--- config.mk ---
export PLATFORM = sky130hd
export DESIGN_NAME = shift_clock_select
export DESIGN_NICKNAME = d
export VERILOG_FILES = /design/src/shift_clock_pkg.sv /design/src/pin_sync.sv /design/src/shift_counter.sv /design/src/shift_clock_select.sv
export VERILOG_INCLUDE_DIRS = /design/src
export SDC_FILE = /design/constraint.sdc
export NUM_CORES = 1
export LEC_CHECK = 0
export ABC_AREA = 1
export BUFFER_PORTS_ARGS = -buffer_cell sky130_fd_sc_hd__buf_2
export CORE_ASPECT_RATIO = 1.2
export CORE_MARGIN = 10
export CORE_UTILIZATION = 29
export CTS_CLUSTER_SIZE = 28
export DETAILED_ROUTE_END_ITERATION = 10
export GPL_TIMING_DRIVEN = 1
export MAX_ROUTING_LAYER = met4
export REMOVE_ABC_BUFFERS = 1
export SYNTH_ARGS = -nofsm -noshare
export SYNTH_HDL_FRONTEND = slang
export SYNTH_SLANG_ARGS = --single-unit
export TNS_END_PERCENT = 30
--- constraint.sdc ---
create_clock -name hclk -period 2 [get_ports hclk]
set_clock_uncertainty 0.05 [all_clocks]
set_input_delay 0.1 -clock hclk [delete_from_list [all_inputs] [get_ports hclk]]
set_output_delay 0.1 -clock hclk [all_outputs]
set_load 0.01 [all_outputs]
--- src/shift_clock_consts.svh ---
// Offsets, field positions and reset values for the serial shift clock select block
`ifndef SHIFT_CLOCK_CONSTS_SVH
`define SHIFT_CLOCK_CONSTS_SVH
`define CTRL_OFFSET       12'h000
`define PINLOC_OFFSET     12'h004
`define DATA_OFFSET       12'h008
`define STATUS_OFFSET     12'h00c
`define CTRL_CS_HI        3
`define CTRL_CS_LO        2
`define CTRL_STROBE_BIT   1
`define CTRL_TOGGLE_BIT   0
`define CTRL_DIR_BIT      4
`define PINLOC_POS_BIT    0
`define CTRL_RESET        8'h00
`define PINLOC_RESET      8'h00
`endif

--- src/shift_clock_pkg.sv ---
// Types shared by the serial shift clock select block
package shift_clock_pkg;
   typedef enum logic [1:0] {
      cs_soft,
      cs_timer,
      cs_ext_pos,
      cs_ext_neg
   } clk_src_t;
endpackage

--- src/pin_sync.sv ---
// Two flip-flop synchroniser with a third stage for the edge outputs
`timescale 1ns/100ps
`default_nettype none
module pin_sync
(
   // Clock and reset
   input  wire logic hclk,
   input  wire logic hresetn,
   // Pin and result
   input  wire logic pin_in,
   output logic      level,
   output logic      rise,
   output logic      fall
);
   typedef struct packed
   {
      logic s1;
      logic s2;
      logic s3;
   } sync_state_t;
   sync_state_t st_q;
   sync_state_t st_d;

   // Shift the pin through the stages
   always_comb
   begin
      st_d    = st_q;
      st_d.s1 = pin_in;
      st_d.s2 = st_q.s1;
      st_d.s3 = st_q.s2;
   end

   always_ff @(posedge hclk or negedge hresetn)
   begin
      if (!hresetn)
         st_q <= '0;
      else
         st_q <= st_d;
   end

   assign level = st_q.s2;
   assign rise  = st_q.s2 & ~st_q.s3;
   assign fall  = ~st_q.s2 & st_q.s3;
endmodule
`default_nettype wire

--- src/shift_counter.sv ---
// Data shift register with transfer counter
`timescale 1ns/100ps
`default_nettype none
module shift_counter
#(
   parameter int WIDTH  = 8,
   parameter int CWIDTH = 4
)
(
   // Clock and reset
   input  wire logic              hclk,
   input  wire logic              hresetn,
   // Shift and count strobes
   input  wire logic              shift_en,
   input  wire logic              count_en,
   input  wire logic              in_bit,
   // Software load
   input  wire logic              load,
   input  wire logic [WIDTH-1:0]  load_data,
   // State
   output logic      [WIDTH-1:0]  data,
   output logic      [CWIDTH-1:0] count
);
   typedef struct packed
   {
      logic [WIDTH-1:0]  data;
      logic [CWIDTH-1:0] count;
   } sc_state_t;
   sc_state_t st_q;
   sc_state_t st_d;

   // Shift left from the low end and count strobes
   always_comb
   begin
      st_d = st_q;
      if (load)
         st_d.data = load_data;
      else if (shift_en)
         st_d.data = {st_q.data[WIDTH-2:0], in_bit};
      if (count_en)
         st_d.count = st_q.count + CWIDTH'(1);
   end

   always_ff @(posedge hclk or negedge hresetn)
   begin
      if (!hresetn)
         st_q <= '0;
      else
         st_q <= st_d;
   end

   assign data  = st_q.data;
   assign count = st_q.count;
endmodule
`default_nettype wire

--- src/shift_clock_select.sv ---
// Clock source selection, strobes and pin routing of the serial shift unit
//
// The placing of the registers and register access over AHB-Lite were left to the implementer.
`timescale 1ns/100ps
`default_nettype none
`include "shift_clock_consts.svh"
module shift_clock_select
(
   // AHB-Lite slave
   input  wire logic                   hclk,
   input  wire logic                   hresetn,
   input  wire logic                   hsel,
   input  wire logic [11:0]            haddr,
   input  wire logic [1:0]             htrans,
   input  wire logic                   hwrite,
   input  wire logic [2:0]             hsize,
   input  wire logic [31:0]            hwdata,
   input  wire logic                   hready,
   output logic      [31:0]            hrdata,
   output logic                        hreadyout,
   output logic                        hresp,
   // Timer compare match pulse
   input  wire logic                   timer_match,
   // Port B pins 2..0: data in, data out, clock
   input  wire logic                   pb_data_in,
   input  wire logic                   pb_clk_in,
   output logic                        pb_data_out,
   output logic                        pb_data_oe_n,
   output logic                        pb_clk_out,
   output logic                        pb_clk_oe_n,
   // Port A pins 2..0: data in, data out, clock
   input  wire logic                   pa_data_in,
   input  wire logic                   pa_clk_in,
   output logic                        pa_data_out,
   output logic                        pa_data_oe_n,
   output logic                        pa_clk_out,
   output logic                        pa_clk_oe_n,
   // Shift state seen by the rest of the unit
   output logic      [7:0]             shift_data,
   output logic      [3:0]             transfer_count
);
   import shift_clock_pkg::*;

   //----------------------------------------------------------------
   // State
   //----------------------------------------------------------------
   typedef struct packed
   {
      logic [7:0]  ctrl;
      logic        pin_pos;
      logic        clk_port;
      logic        out_latch;
      logic        din_prev;
      logic        ph_write;
      logic        ph_read;
      logic [11:0] ph_addr;
      logic [31:0] rdata;
   } top_state_t;
   top_state_t st_q;
   top_state_t st_d;

   logic       din_lvl;
   logic       clk_rise;
   logic       clk_fall;
   logic       pb_din_s;
   logic       pa_din_s;
   logic       pb_ck_lvl;
   logic       pa_ck_lvl;
   logic       pb_ck_r;
   logic       pb_ck_f;
   logic       pa_ck_r;
   logic       pa_ck_f;
   logic       wr_ctrl;
   logic       strobe_pulse;
   logic       toggle_pulse;
   logic       shift_en;
   logic       count_en;
   logic       load;
   logic       dir_out;
   logic       data_out;
   logic [7:0] sdata;
   logic [3:0] scount;
   clk_src_t   src;

   //----------------------------------------------------------------
   // Pin synchronisers
   //----------------------------------------------------------------
   pin_sync u_pb_din
   (
      .hclk    (hclk),
      .hresetn (hresetn),
      .pin_in  (pb_data_in),
      .level   (pb_din_s),
      .rise    (),
      .fall    ()
   );
   pin_sync u_pa_din
   (
      .hclk    (hclk),
      .hresetn (hresetn),
      .pin_in  (pa_data_in),
      .level   (pa_din_s),
      .rise    (),
      .fall    ()
   );
   pin_sync u_pb_ck
   (
      .hclk    (hclk),
      .hresetn (hresetn),
      .pin_in  (pb_clk_in),
      .level   (pb_ck_lvl),
      .rise    (pb_ck_r),
      .fall    (pb_ck_f)
   );
   pin_sync u_pa_ck
   (
      .hclk    (hclk),
      .hresetn (hresetn),
      .pin_in  (pa_clk_in),
      .level   (pa_ck_lvl),
      .rise    (pa_ck_r),
      .fall    (pa_ck_f)
   );

   // Pick the active pin set
   assign din_lvl  = st_q.pin_pos ? pa_din_s : pb_din_s;
   assign clk_rise = st_q.pin_pos ? pa_ck_r : pb_ck_r;
   assign clk_fall = st_q.pin_pos ? pa_ck_f : pb_ck_f;

   //----------------------------------------------------------------
   // Strobes and clock source decode
   //----------------------------------------------------------------
   assign src     = clk_src_t'(st_q.ctrl[`CTRL_CS_HI:`CTRL_CS_LO]);
   assign dir_out = st_q.ctrl[`CTRL_DIR_BIT];
   assign wr_ctrl = st_q.ph_write && (st_q.ph_addr == `CTRL_OFFSET);
   assign load    = st_q.ph_write && (st_q.ph_addr == `DATA_OFFSET);

   // Write-one strobes, live only in the data phase cycle
   assign strobe_pulse = wr_ctrl && hwdata[`CTRL_STROBE_BIT];
   assign toggle_pulse = wr_ctrl && hwdata[`CTRL_TOGGLE_BIT];

   // Shift and count enables per clock source
   always_comb
   begin
      shift_en = 1'b0;
      count_en = 1'b0;
      case (src)
         cs_soft:
         begin
            shift_en = strobe_pulse;
            count_en = strobe_pulse;
         end
         cs_timer:
         begin
            shift_en = timer_match;
            count_en = timer_match;
         end
         cs_ext_pos:
         begin
            shift_en = clk_rise;
            count_en = st_q.ctrl[`CTRL_STROBE_BIT] ? toggle_pulse
                                                   : (clk_rise | clk_fall);
         end
         cs_ext_neg:
         begin
            shift_en = clk_fall;
            count_en = st_q.ctrl[`CTRL_STROBE_BIT] ? toggle_pulse
                                                   : (clk_rise | clk_fall);
         end
         default:
         begin
            shift_en = 1'b0;
            count_en = 1'b0;
         end
      endcase
   end

   //----------------------------------------------------------------
   // Shift register and counter
   //----------------------------------------------------------------
   shift_counter #(.WIDTH(8), .CWIDTH(4)) u_shift
   (
      .hclk      (hclk),
      .hresetn   (hresetn),
      .shift_en  (shift_en),
      .count_en  (count_en),
      .in_bit    (src == cs_soft ? st_q.din_prev : din_lvl),
      .load      (load),
      .load_data (hwdata[7:0]),
      .data      (sdata),
      .count     (scount)
   );

   // Output: transparent for internal clocks, latched on opposite edge externally
   assign data_out = src[1] ? st_q.out_latch : sdata[7];

   //----------------------------------------------------------------
   // Next state
   //----------------------------------------------------------------
   always_comb
   begin
      st_d = st_q;
      // Address phase capture
      st_d.ph_write = hsel && hready && htrans[1] && hwrite;
      st_d.ph_read  = hsel && hready && htrans[1] && !hwrite;
      if (hsel && hready && htrans[1])
         st_d.ph_addr = haddr;
      // Data input sampled each cycle for the strobe path
      st_d.din_prev = din_lvl;
      // Control: toggle bit never stored, strobe bit stored only when an external source is written
      if (wr_ctrl)
      begin
         st_d.ctrl = hwdata[7:0];
         st_d.ctrl[`CTRL_STROBE_BIT] = (hwdata[`CTRL_CS_HI] == 1'b1) ? hwdata[`CTRL_STROBE_BIT] : 1'b0;
         st_d.ctrl[`CTRL_TOGGLE_BIT] = 1'b0;
      end
      if (st_q.ph_write && (st_q.ph_addr == `PINLOC_OFFSET))
         st_d.pin_pos = hwdata[`PINLOC_POS_BIT];
      // Toggle inverts the clock port value regardless of direction
      if (toggle_pulse)
         st_d.clk_port = ~st_q.clk_port;
      // Latch follows the register under internal clocks, so the first external bit is ready
      if (!src[1])
         st_d.out_latch = sdata[7];
      // Output latch loads on edge opposite to the sampling edge
      if ((src == cs_ext_pos && clk_fall) || (src == cs_ext_neg && clk_rise))
         st_d.out_latch = sdata[7];
      // Read data for the next data phase
      st_d.rdata = 32'h0000_0000;
      if (st_d.ph_read)
      begin
         case (haddr)
            `CTRL_OFFSET:
               st_d.rdata = {24'h00_0000, st_q.ctrl[7:2], 2'b00};
            `PINLOC_OFFSET:
               st_d.rdata = {31'h0000_0000, st_q.pin_pos};
            `DATA_OFFSET:
               st_d.rdata = {24'h00_0000, sdata};
            `STATUS_OFFSET:
               st_d.rdata = {27'h000_0000, (st_q.pin_pos ? pa_ck_lvl : pb_ck_lvl), scount};
            default:
               st_d.rdata = 32'h0000_0000;
         endcase
      end
   end

   always_ff @(posedge hclk or negedge hresetn)
   begin
      if (!hresetn)
      begin
         st_q         <= '0;
         st_q.ctrl    <= `CTRL_RESET;
         st_q.pin_pos <= 1'(`PINLOC_RESET);
      end
      else
         st_q <= st_d;
   end

   //----------------------------------------------------------------
   // Bus answer and pins
   //----------------------------------------------------------------
   assign hrdata    = st_q.rdata;
   assign hreadyout = 1'b1;
   assign hresp     = 1'b0;

   // Route to port B when location is zero, port A when one
   assign pb_data_out  = st_q.pin_pos ? 1'b0 : data_out;
   assign pb_data_oe_n = st_q.pin_pos ? 1'b1 : 1'b0;
   assign pb_clk_out   = st_q.pin_pos ? 1'b0 : st_q.clk_port;
   assign pb_clk_oe_n  = st_q.pin_pos ? 1'b1 : ~dir_out;
   assign pa_data_out  = st_q.pin_pos ? data_out : 1'b0;
   assign pa_data_oe_n = st_q.pin_pos ? 1'b0 : 1'b1;
   assign pa_clk_out   = st_q.pin_pos ? st_q.clk_port : 1'b0;
   assign pa_clk_oe_n  = st_q.pin_pos ? ~dir_out : 1'b1;

   assign shift_data     = sdata;
   assign transfer_count = scount;
endmodule
`default_nettype wire

==> report_table.html <==
<table>
<tr><th>Metric</th><th>Value</th></tr>
<tr><th colspan="2">Critical path</th></tr>
<tr><td>Kind of capture point of the worst setup path</td><td>flip-flop</td></tr>
<tr><td>Arrival time at the worst endpoint</td><td>1790 ps</td></tr>
<tr><td>Required time of the critical path</td><td>2140 ps</td></tr>
<tr><td>Biggest fanout along the worst timing path</td><td>12</td></tr>
<tr><td>Crit start category</td><td>flip-flop</td></tr>
<tr><td>Type of the worst setup path</td><td>reg -&gt; reg</td></tr>
<tr><th colspan="2">Die</th></tr>
<tr><td>Starting density of the core</td><td>0.298</td></tr>
<tr><td>Die Span Y</td><td>129 um</td></tr>
<tr><td>Ports placed on the boundary</td><td>between 100 and 150</td></tr>
<tr><td>Die span in x</td><td>approximately 110 um</td></tr>
<tr><td>Die Outline Area</td><td>approximately 14,000 um2</td></tr>
<tr><td>Count of standard-cell rows</td><td>39</td></tr>
<tr><td>Core box area</td><td>9560 um2</td></tr>
<tr><th colspan="2">Global routing</th></tr>
<tr><td>Met1 track demand over resource</td><td>0.119</td></tr>
<tr><td>Via count of the first global-routing pass</td><td>2,333</td></tr>
<tr><td>Antenna violations before repair</td><td>1</td></tr>
<tr><td>Largest net degree at the start of global routing</td><td>55</td></tr>
<tr><td>Most crowded layer after global routing</td><td>met2</td></tr>
<tr><td>Met2 GRT Util</td><td>0.166</td></tr>
<tr><td>First-pass GRT wire length</td><td>11,600 um</td></tr>
<tr><td>Overall Global Routing Usage</td><td>0.0999</td></tr>
<tr><td>Global-route track usage on met3</td><td>0.0256</td></tr>
<tr><td>Leftover overflow at the end of global routing</td><td>0</td></tr>
<tr><th colspan="2">Placement</th></tr>
<tr><td>RePlAce Congestion</td><td>0.828</td></tr>
<tr><td>Post-detailed-placement cell area</td><td>3120 um2</td></tr>
<tr><td>Buffers on Ports</td><td>58</td></tr>
<tr><td>HPWL reported at the end of detailed placement</td><td>5290 um</td></tr>
<tr><th colspan="2">Clock tree</th></tr>
<tr><td>Post-cts repair resize count</td><td>0</td></tr>
<tr><td>Clock Path Buffers</td><td>2</td></tr>
<tr><td>Clock buffer count from CTS</td><td>5</td></tr>
<tr><td>Root Driver</td><td>sky130_fd_sc_hd__clkbuf_16</td></tr>
<tr><td>CTS sink cnt</td><td>54</td></tr>
<tr><td>Clock Pin Slew Worst Setup and Hold Paths</td><td>about 70 ps</td></tr>
<tr><td>Latest clock arrival within the worst-skew pair</td><td>about 290 ps</td></tr>
<tr><td>Post-CTS repair timing setup buffer count</td><td>0</td></tr>
<tr><td>Quantity of hold-fixing buffers added after cts</td><td>6</td></tr>
<tr><td>H-Tree Level Count</td><td>2</td></tr>
<tr><td>CTS tree</td><td>yes</td></tr>
<tr><th colspan="2">STA</th></tr>
<tr><td>Unrepaired setup endpoints after global routing</td><td>false</td></tr>
<tr><td>Transition time at the pin with the least slew margin</td><td>about 700 ps</td></tr>
<tr><td>Final critical-path required period</td><td>1660 ps</td></tr>
<tr><td>Number of endpoints with negative hold slack in the final report</td><td>0</td></tr>
<tr><td>Total setup violations reported at the end of the flow</td><td>0</td></tr>
<tr><td>Number of pins exceeding their max-slew limit in the final report</td><td>0</td></tr>
<tr><td>Sum Neg Setup Slack</td><td>0 ps</td></tr>
<tr><td>F_max</td><td>604 MHz</td></tr>
<tr><td>Share of the cycle needed by the critical path after routing</td><td>0.828</td></tr>
<tr><td>Rel. slew slack</td><td>0.532</td></tr>
<tr><th colspan="2">Detailed routing</th></tr>
<tr><td>Number of search-and-repair iterations in the first detailed-routing pass</td><td>4</td></tr>
<tr><td>DRT Wirelength</td><td>6790 um</td></tr>
<tr><td>Wirelength per Cell</td><td>roughly 13 um</td></tr>
<tr><td>Count of vias placed by the detailed router</td><td>2,234</td></tr>
<tr><td>Via/cell ratio</td><td>about 4.3</td></tr>
<tr><td>DRC viols</td><td>0</td></tr>
<tr><td>Number of antenna-violating nets in the routed design</td><td>0</td></tr>
<tr><td>Initial DRC Count</td><td>147</td></tr>
<tr><th colspan="2">Logic synthesis</th></tr>
<tr><td>Average size of a mapped cell</td><td>~8.5 um2</td></tr>
<tr><td>Share of the synthesized area in the top cell type</td><td>0.474</td></tr>
<tr><td>Netlist cell types</td><td>32</td></tr>
<tr><td>Number of synthesized register bits</td><td>54</td></tr>
<tr><td>Cell area after technology mapping</td><td>2850 um2</td></tr>
<tr><td>Yosys warnings</td><td>0</td></tr>
<tr><td>Synth area leader</td><td>sky130_fd_sc_hd__dfrtp_1</td></tr>
<tr><td>Cell types occupying the most area after synthesis</td><td>sky130_fd_sc_hd__dfrtp_1 (47%), sky130_fd_sc_hd__nand2_1 (9.9%), sky130_fd_sc_hd__buf_4 (9.2%)</td></tr>
<tr><td>Cell count after synthesis</td><td>336</td></tr>
<tr><td>Share of the yosys chip area belonging to registers</td><td>0.474</td></tr>
<tr><th colspan="2">Final layout</th></tr>
<tr><td>Synth-to-Final Area Change</td><td>16.6%</td></tr>
<tr><td>Final-stage net count</td><td>between 400 and 500</td></tr>
<tr><td>Final standard cell area without fillers</td><td>~3300 um2</td></tr>
<tr><td>Ratio of cells with drive above 1 in the final layout</td><td>0.248</td></tr>
<tr><th colspan="2">Power and ir drop</th></tr>
<tr><td>Power per cell area</td><td>871 nW/um2</td></tr>
<tr><td>Leakage power</td><td>1.79 nW</td></tr>
<tr><td>Maximum VDD drop</td><td>0.000312 V</td></tr>
<tr><th colspan="2">Job</th></tr>
<tr><td>Total of max-cap violations</td><td>0</td></tr>
<tr><th colspan="2">Worst hold path</th></tr>
<tr><td>Worst hold path class</td><td>in -&gt; reg</td></tr>
<tr><th colspan="2">Run status</th></tr>
<tr><td>Run status</td><td>finished clean</td></tr>
</table>
path summary, 6_finish.rpt:
| check | from | endpoint | slack, ps | depth (start not counted) |
|---|---|---|---|---|
| max reg2reg | st_q[49]$_DFFE_PN0P_ | u_shift.data[4]$_DFFE_PN0P_ | 340 | 9 |
| min | haddr[0] | st_q[32]$_DFFE_PN0P_ | 20 | 2 |
| min in group asynchronous | hresetn | st_q[47]$_DFF_PN0_ | 410 | 3 |
| min reg2reg | u_pb_din.st_d[1]$_DFF_PN0_ | u_pb_din.level$_DFF_PN0_ | 300 | 0 |
| max | st_q[49]$_DFFE_PN0P_ | u_shift.data[4]$_DFFE_PN0P_ | 340 | 9 |
| max in group asynchronous | hresetn | st_q[45]$_DFF_PN0_ | 1000 | 3 |
area by class of cell:
| cell class | count | area [um2] |
|---|---|---|
| diodes | 1 | 2.50 |
| clock buffers | 5 | 125 |
| clock inverters | 2 | 13.8 |
| fillers | 1030 | 6240 |
| inverters | 33 | 124 |
| multi-input cells | 231 | 1160 |
| flip-flops and latches | 54 | 1350 |
| well taps | 123 | 154 |
| repair buffers | 70 | 395 |
layer usage:
metal / routed length, um / part of all wire / vias up
met3: 345 / 0.051 / 6
met5: 0 / 0 / -
met4: 61 / 0.0090 / 0
li1: - / - / 1132
met2: 3290 / 0.48 / 68
met1: 3100 / 0.46 / 1028
layout by cell type, fill, tap and decap left out, types with 4 or more instances in the layout:
cell / count
sky130_fd_sc_hd__inv_2: 4
sky130_fd_sc_hd__nand3_1: 31
sky130_fd_sc_hd__buf_4: 6
sky130_fd_sc_hd__nand4_1: 11
sky130_fd_sc_hd__dlygate4sd3_1: 6
sky130_fd_sc_hd__o21ai_1: 9
sky130_fd_sc_hd__o21ai_0: 12
sky130_fd_sc_hd__conb_1: 26
sky130_fd_sc_hd__clkbuf_16: 5
sky130_fd_sc_hd__buf_2: 58
sky130_fd_sc_hd__inv_1: 29
sky130_fd_sc_hd__a21oi_1: 8
sky130_fd_sc_hd__nand2_1: 75
sky130_fd_sc_hd__nor2_1: 28
sky130_fd_sc_hd__dfrtp_1: 54
flip-flops by register name, indices dropped and copies added, names as in the netlist, 2 cells and up:
name           flops
st_q              21
hrdata             8
u_shift.data       8
u_shift.count      4
src                2
cells in the mapped netlist (all sizes together):
cell type  number
nand2          79
dfrtp          54
buf            40
nand3          34
nor2           34
inv            33
o21ai          24
nand4          12
a21oi           8
nor3            3
xor2            3
a31oi           2
clkbuf          2
conb            2
mux2            2
ha              1
mux2i           1
nand3b          1
or2             1
power breakdown:
group | switching, mW | total (mW) | internal (mW)
registers | 0.158 | 1.40 | 1.24
clock network | 0.381 | 0.841 | 0.460
logic | 0.386 | 0.653 | 0.267
total | 0.925 | 2.89 | 1.97
cell families after synthesis:
kind of cell / count (synthesis) / synth area share
AOI/OAI and AO/OA: 34 / 0.0645
xor gates and xnor gates: 3 / 0.00922
adders and majority gates: 1 / 0.00439
buffers and inverters: 75 / 0.151
DFF: 54 / 0.474
muxes: 3 / 0.0114
other: 2 / 0.00263
and+or+nand+nor: 164 / 0.282
per-stage QoR:
stage	cells	hold WS (ps)	power [mW]	util	worst slack (ps)
2_1_floorplan	318	-246	1.77	-	391
3_3_place_gp	505	161	2.05	0.326	380
3_5_place_dp	505	160	2.08	0.326	324
4_1_cts	518	19.4	2.93	0.347	313
5_1_grt	519	29.8	3.08	0.347	168
6_report	519	24.5	2.89	0.347	343
critical path, stage by stage, from the launching register on:
cell	delay [ps]
sky130_fd_sc_hd__dfrtp_1	590
sky130_fd_sc_hd__inv_1	100
sky130_fd_sc_hd__nand3_1	80
sky130_fd_sc_hd__nand2_1	90
sky130_fd_sc_hd__nand3_1	70
sky130_fd_sc_hd__nand2_1	90
sky130_fd_sc_hd__nor2_4	180
sky130_fd_sc_hd__nand3_4	150
sky130_fd_sc_hd__nand2_1	90
sky130_fd_sc_hd__nand2_1	50
Power figures use the tool's default switching activity.
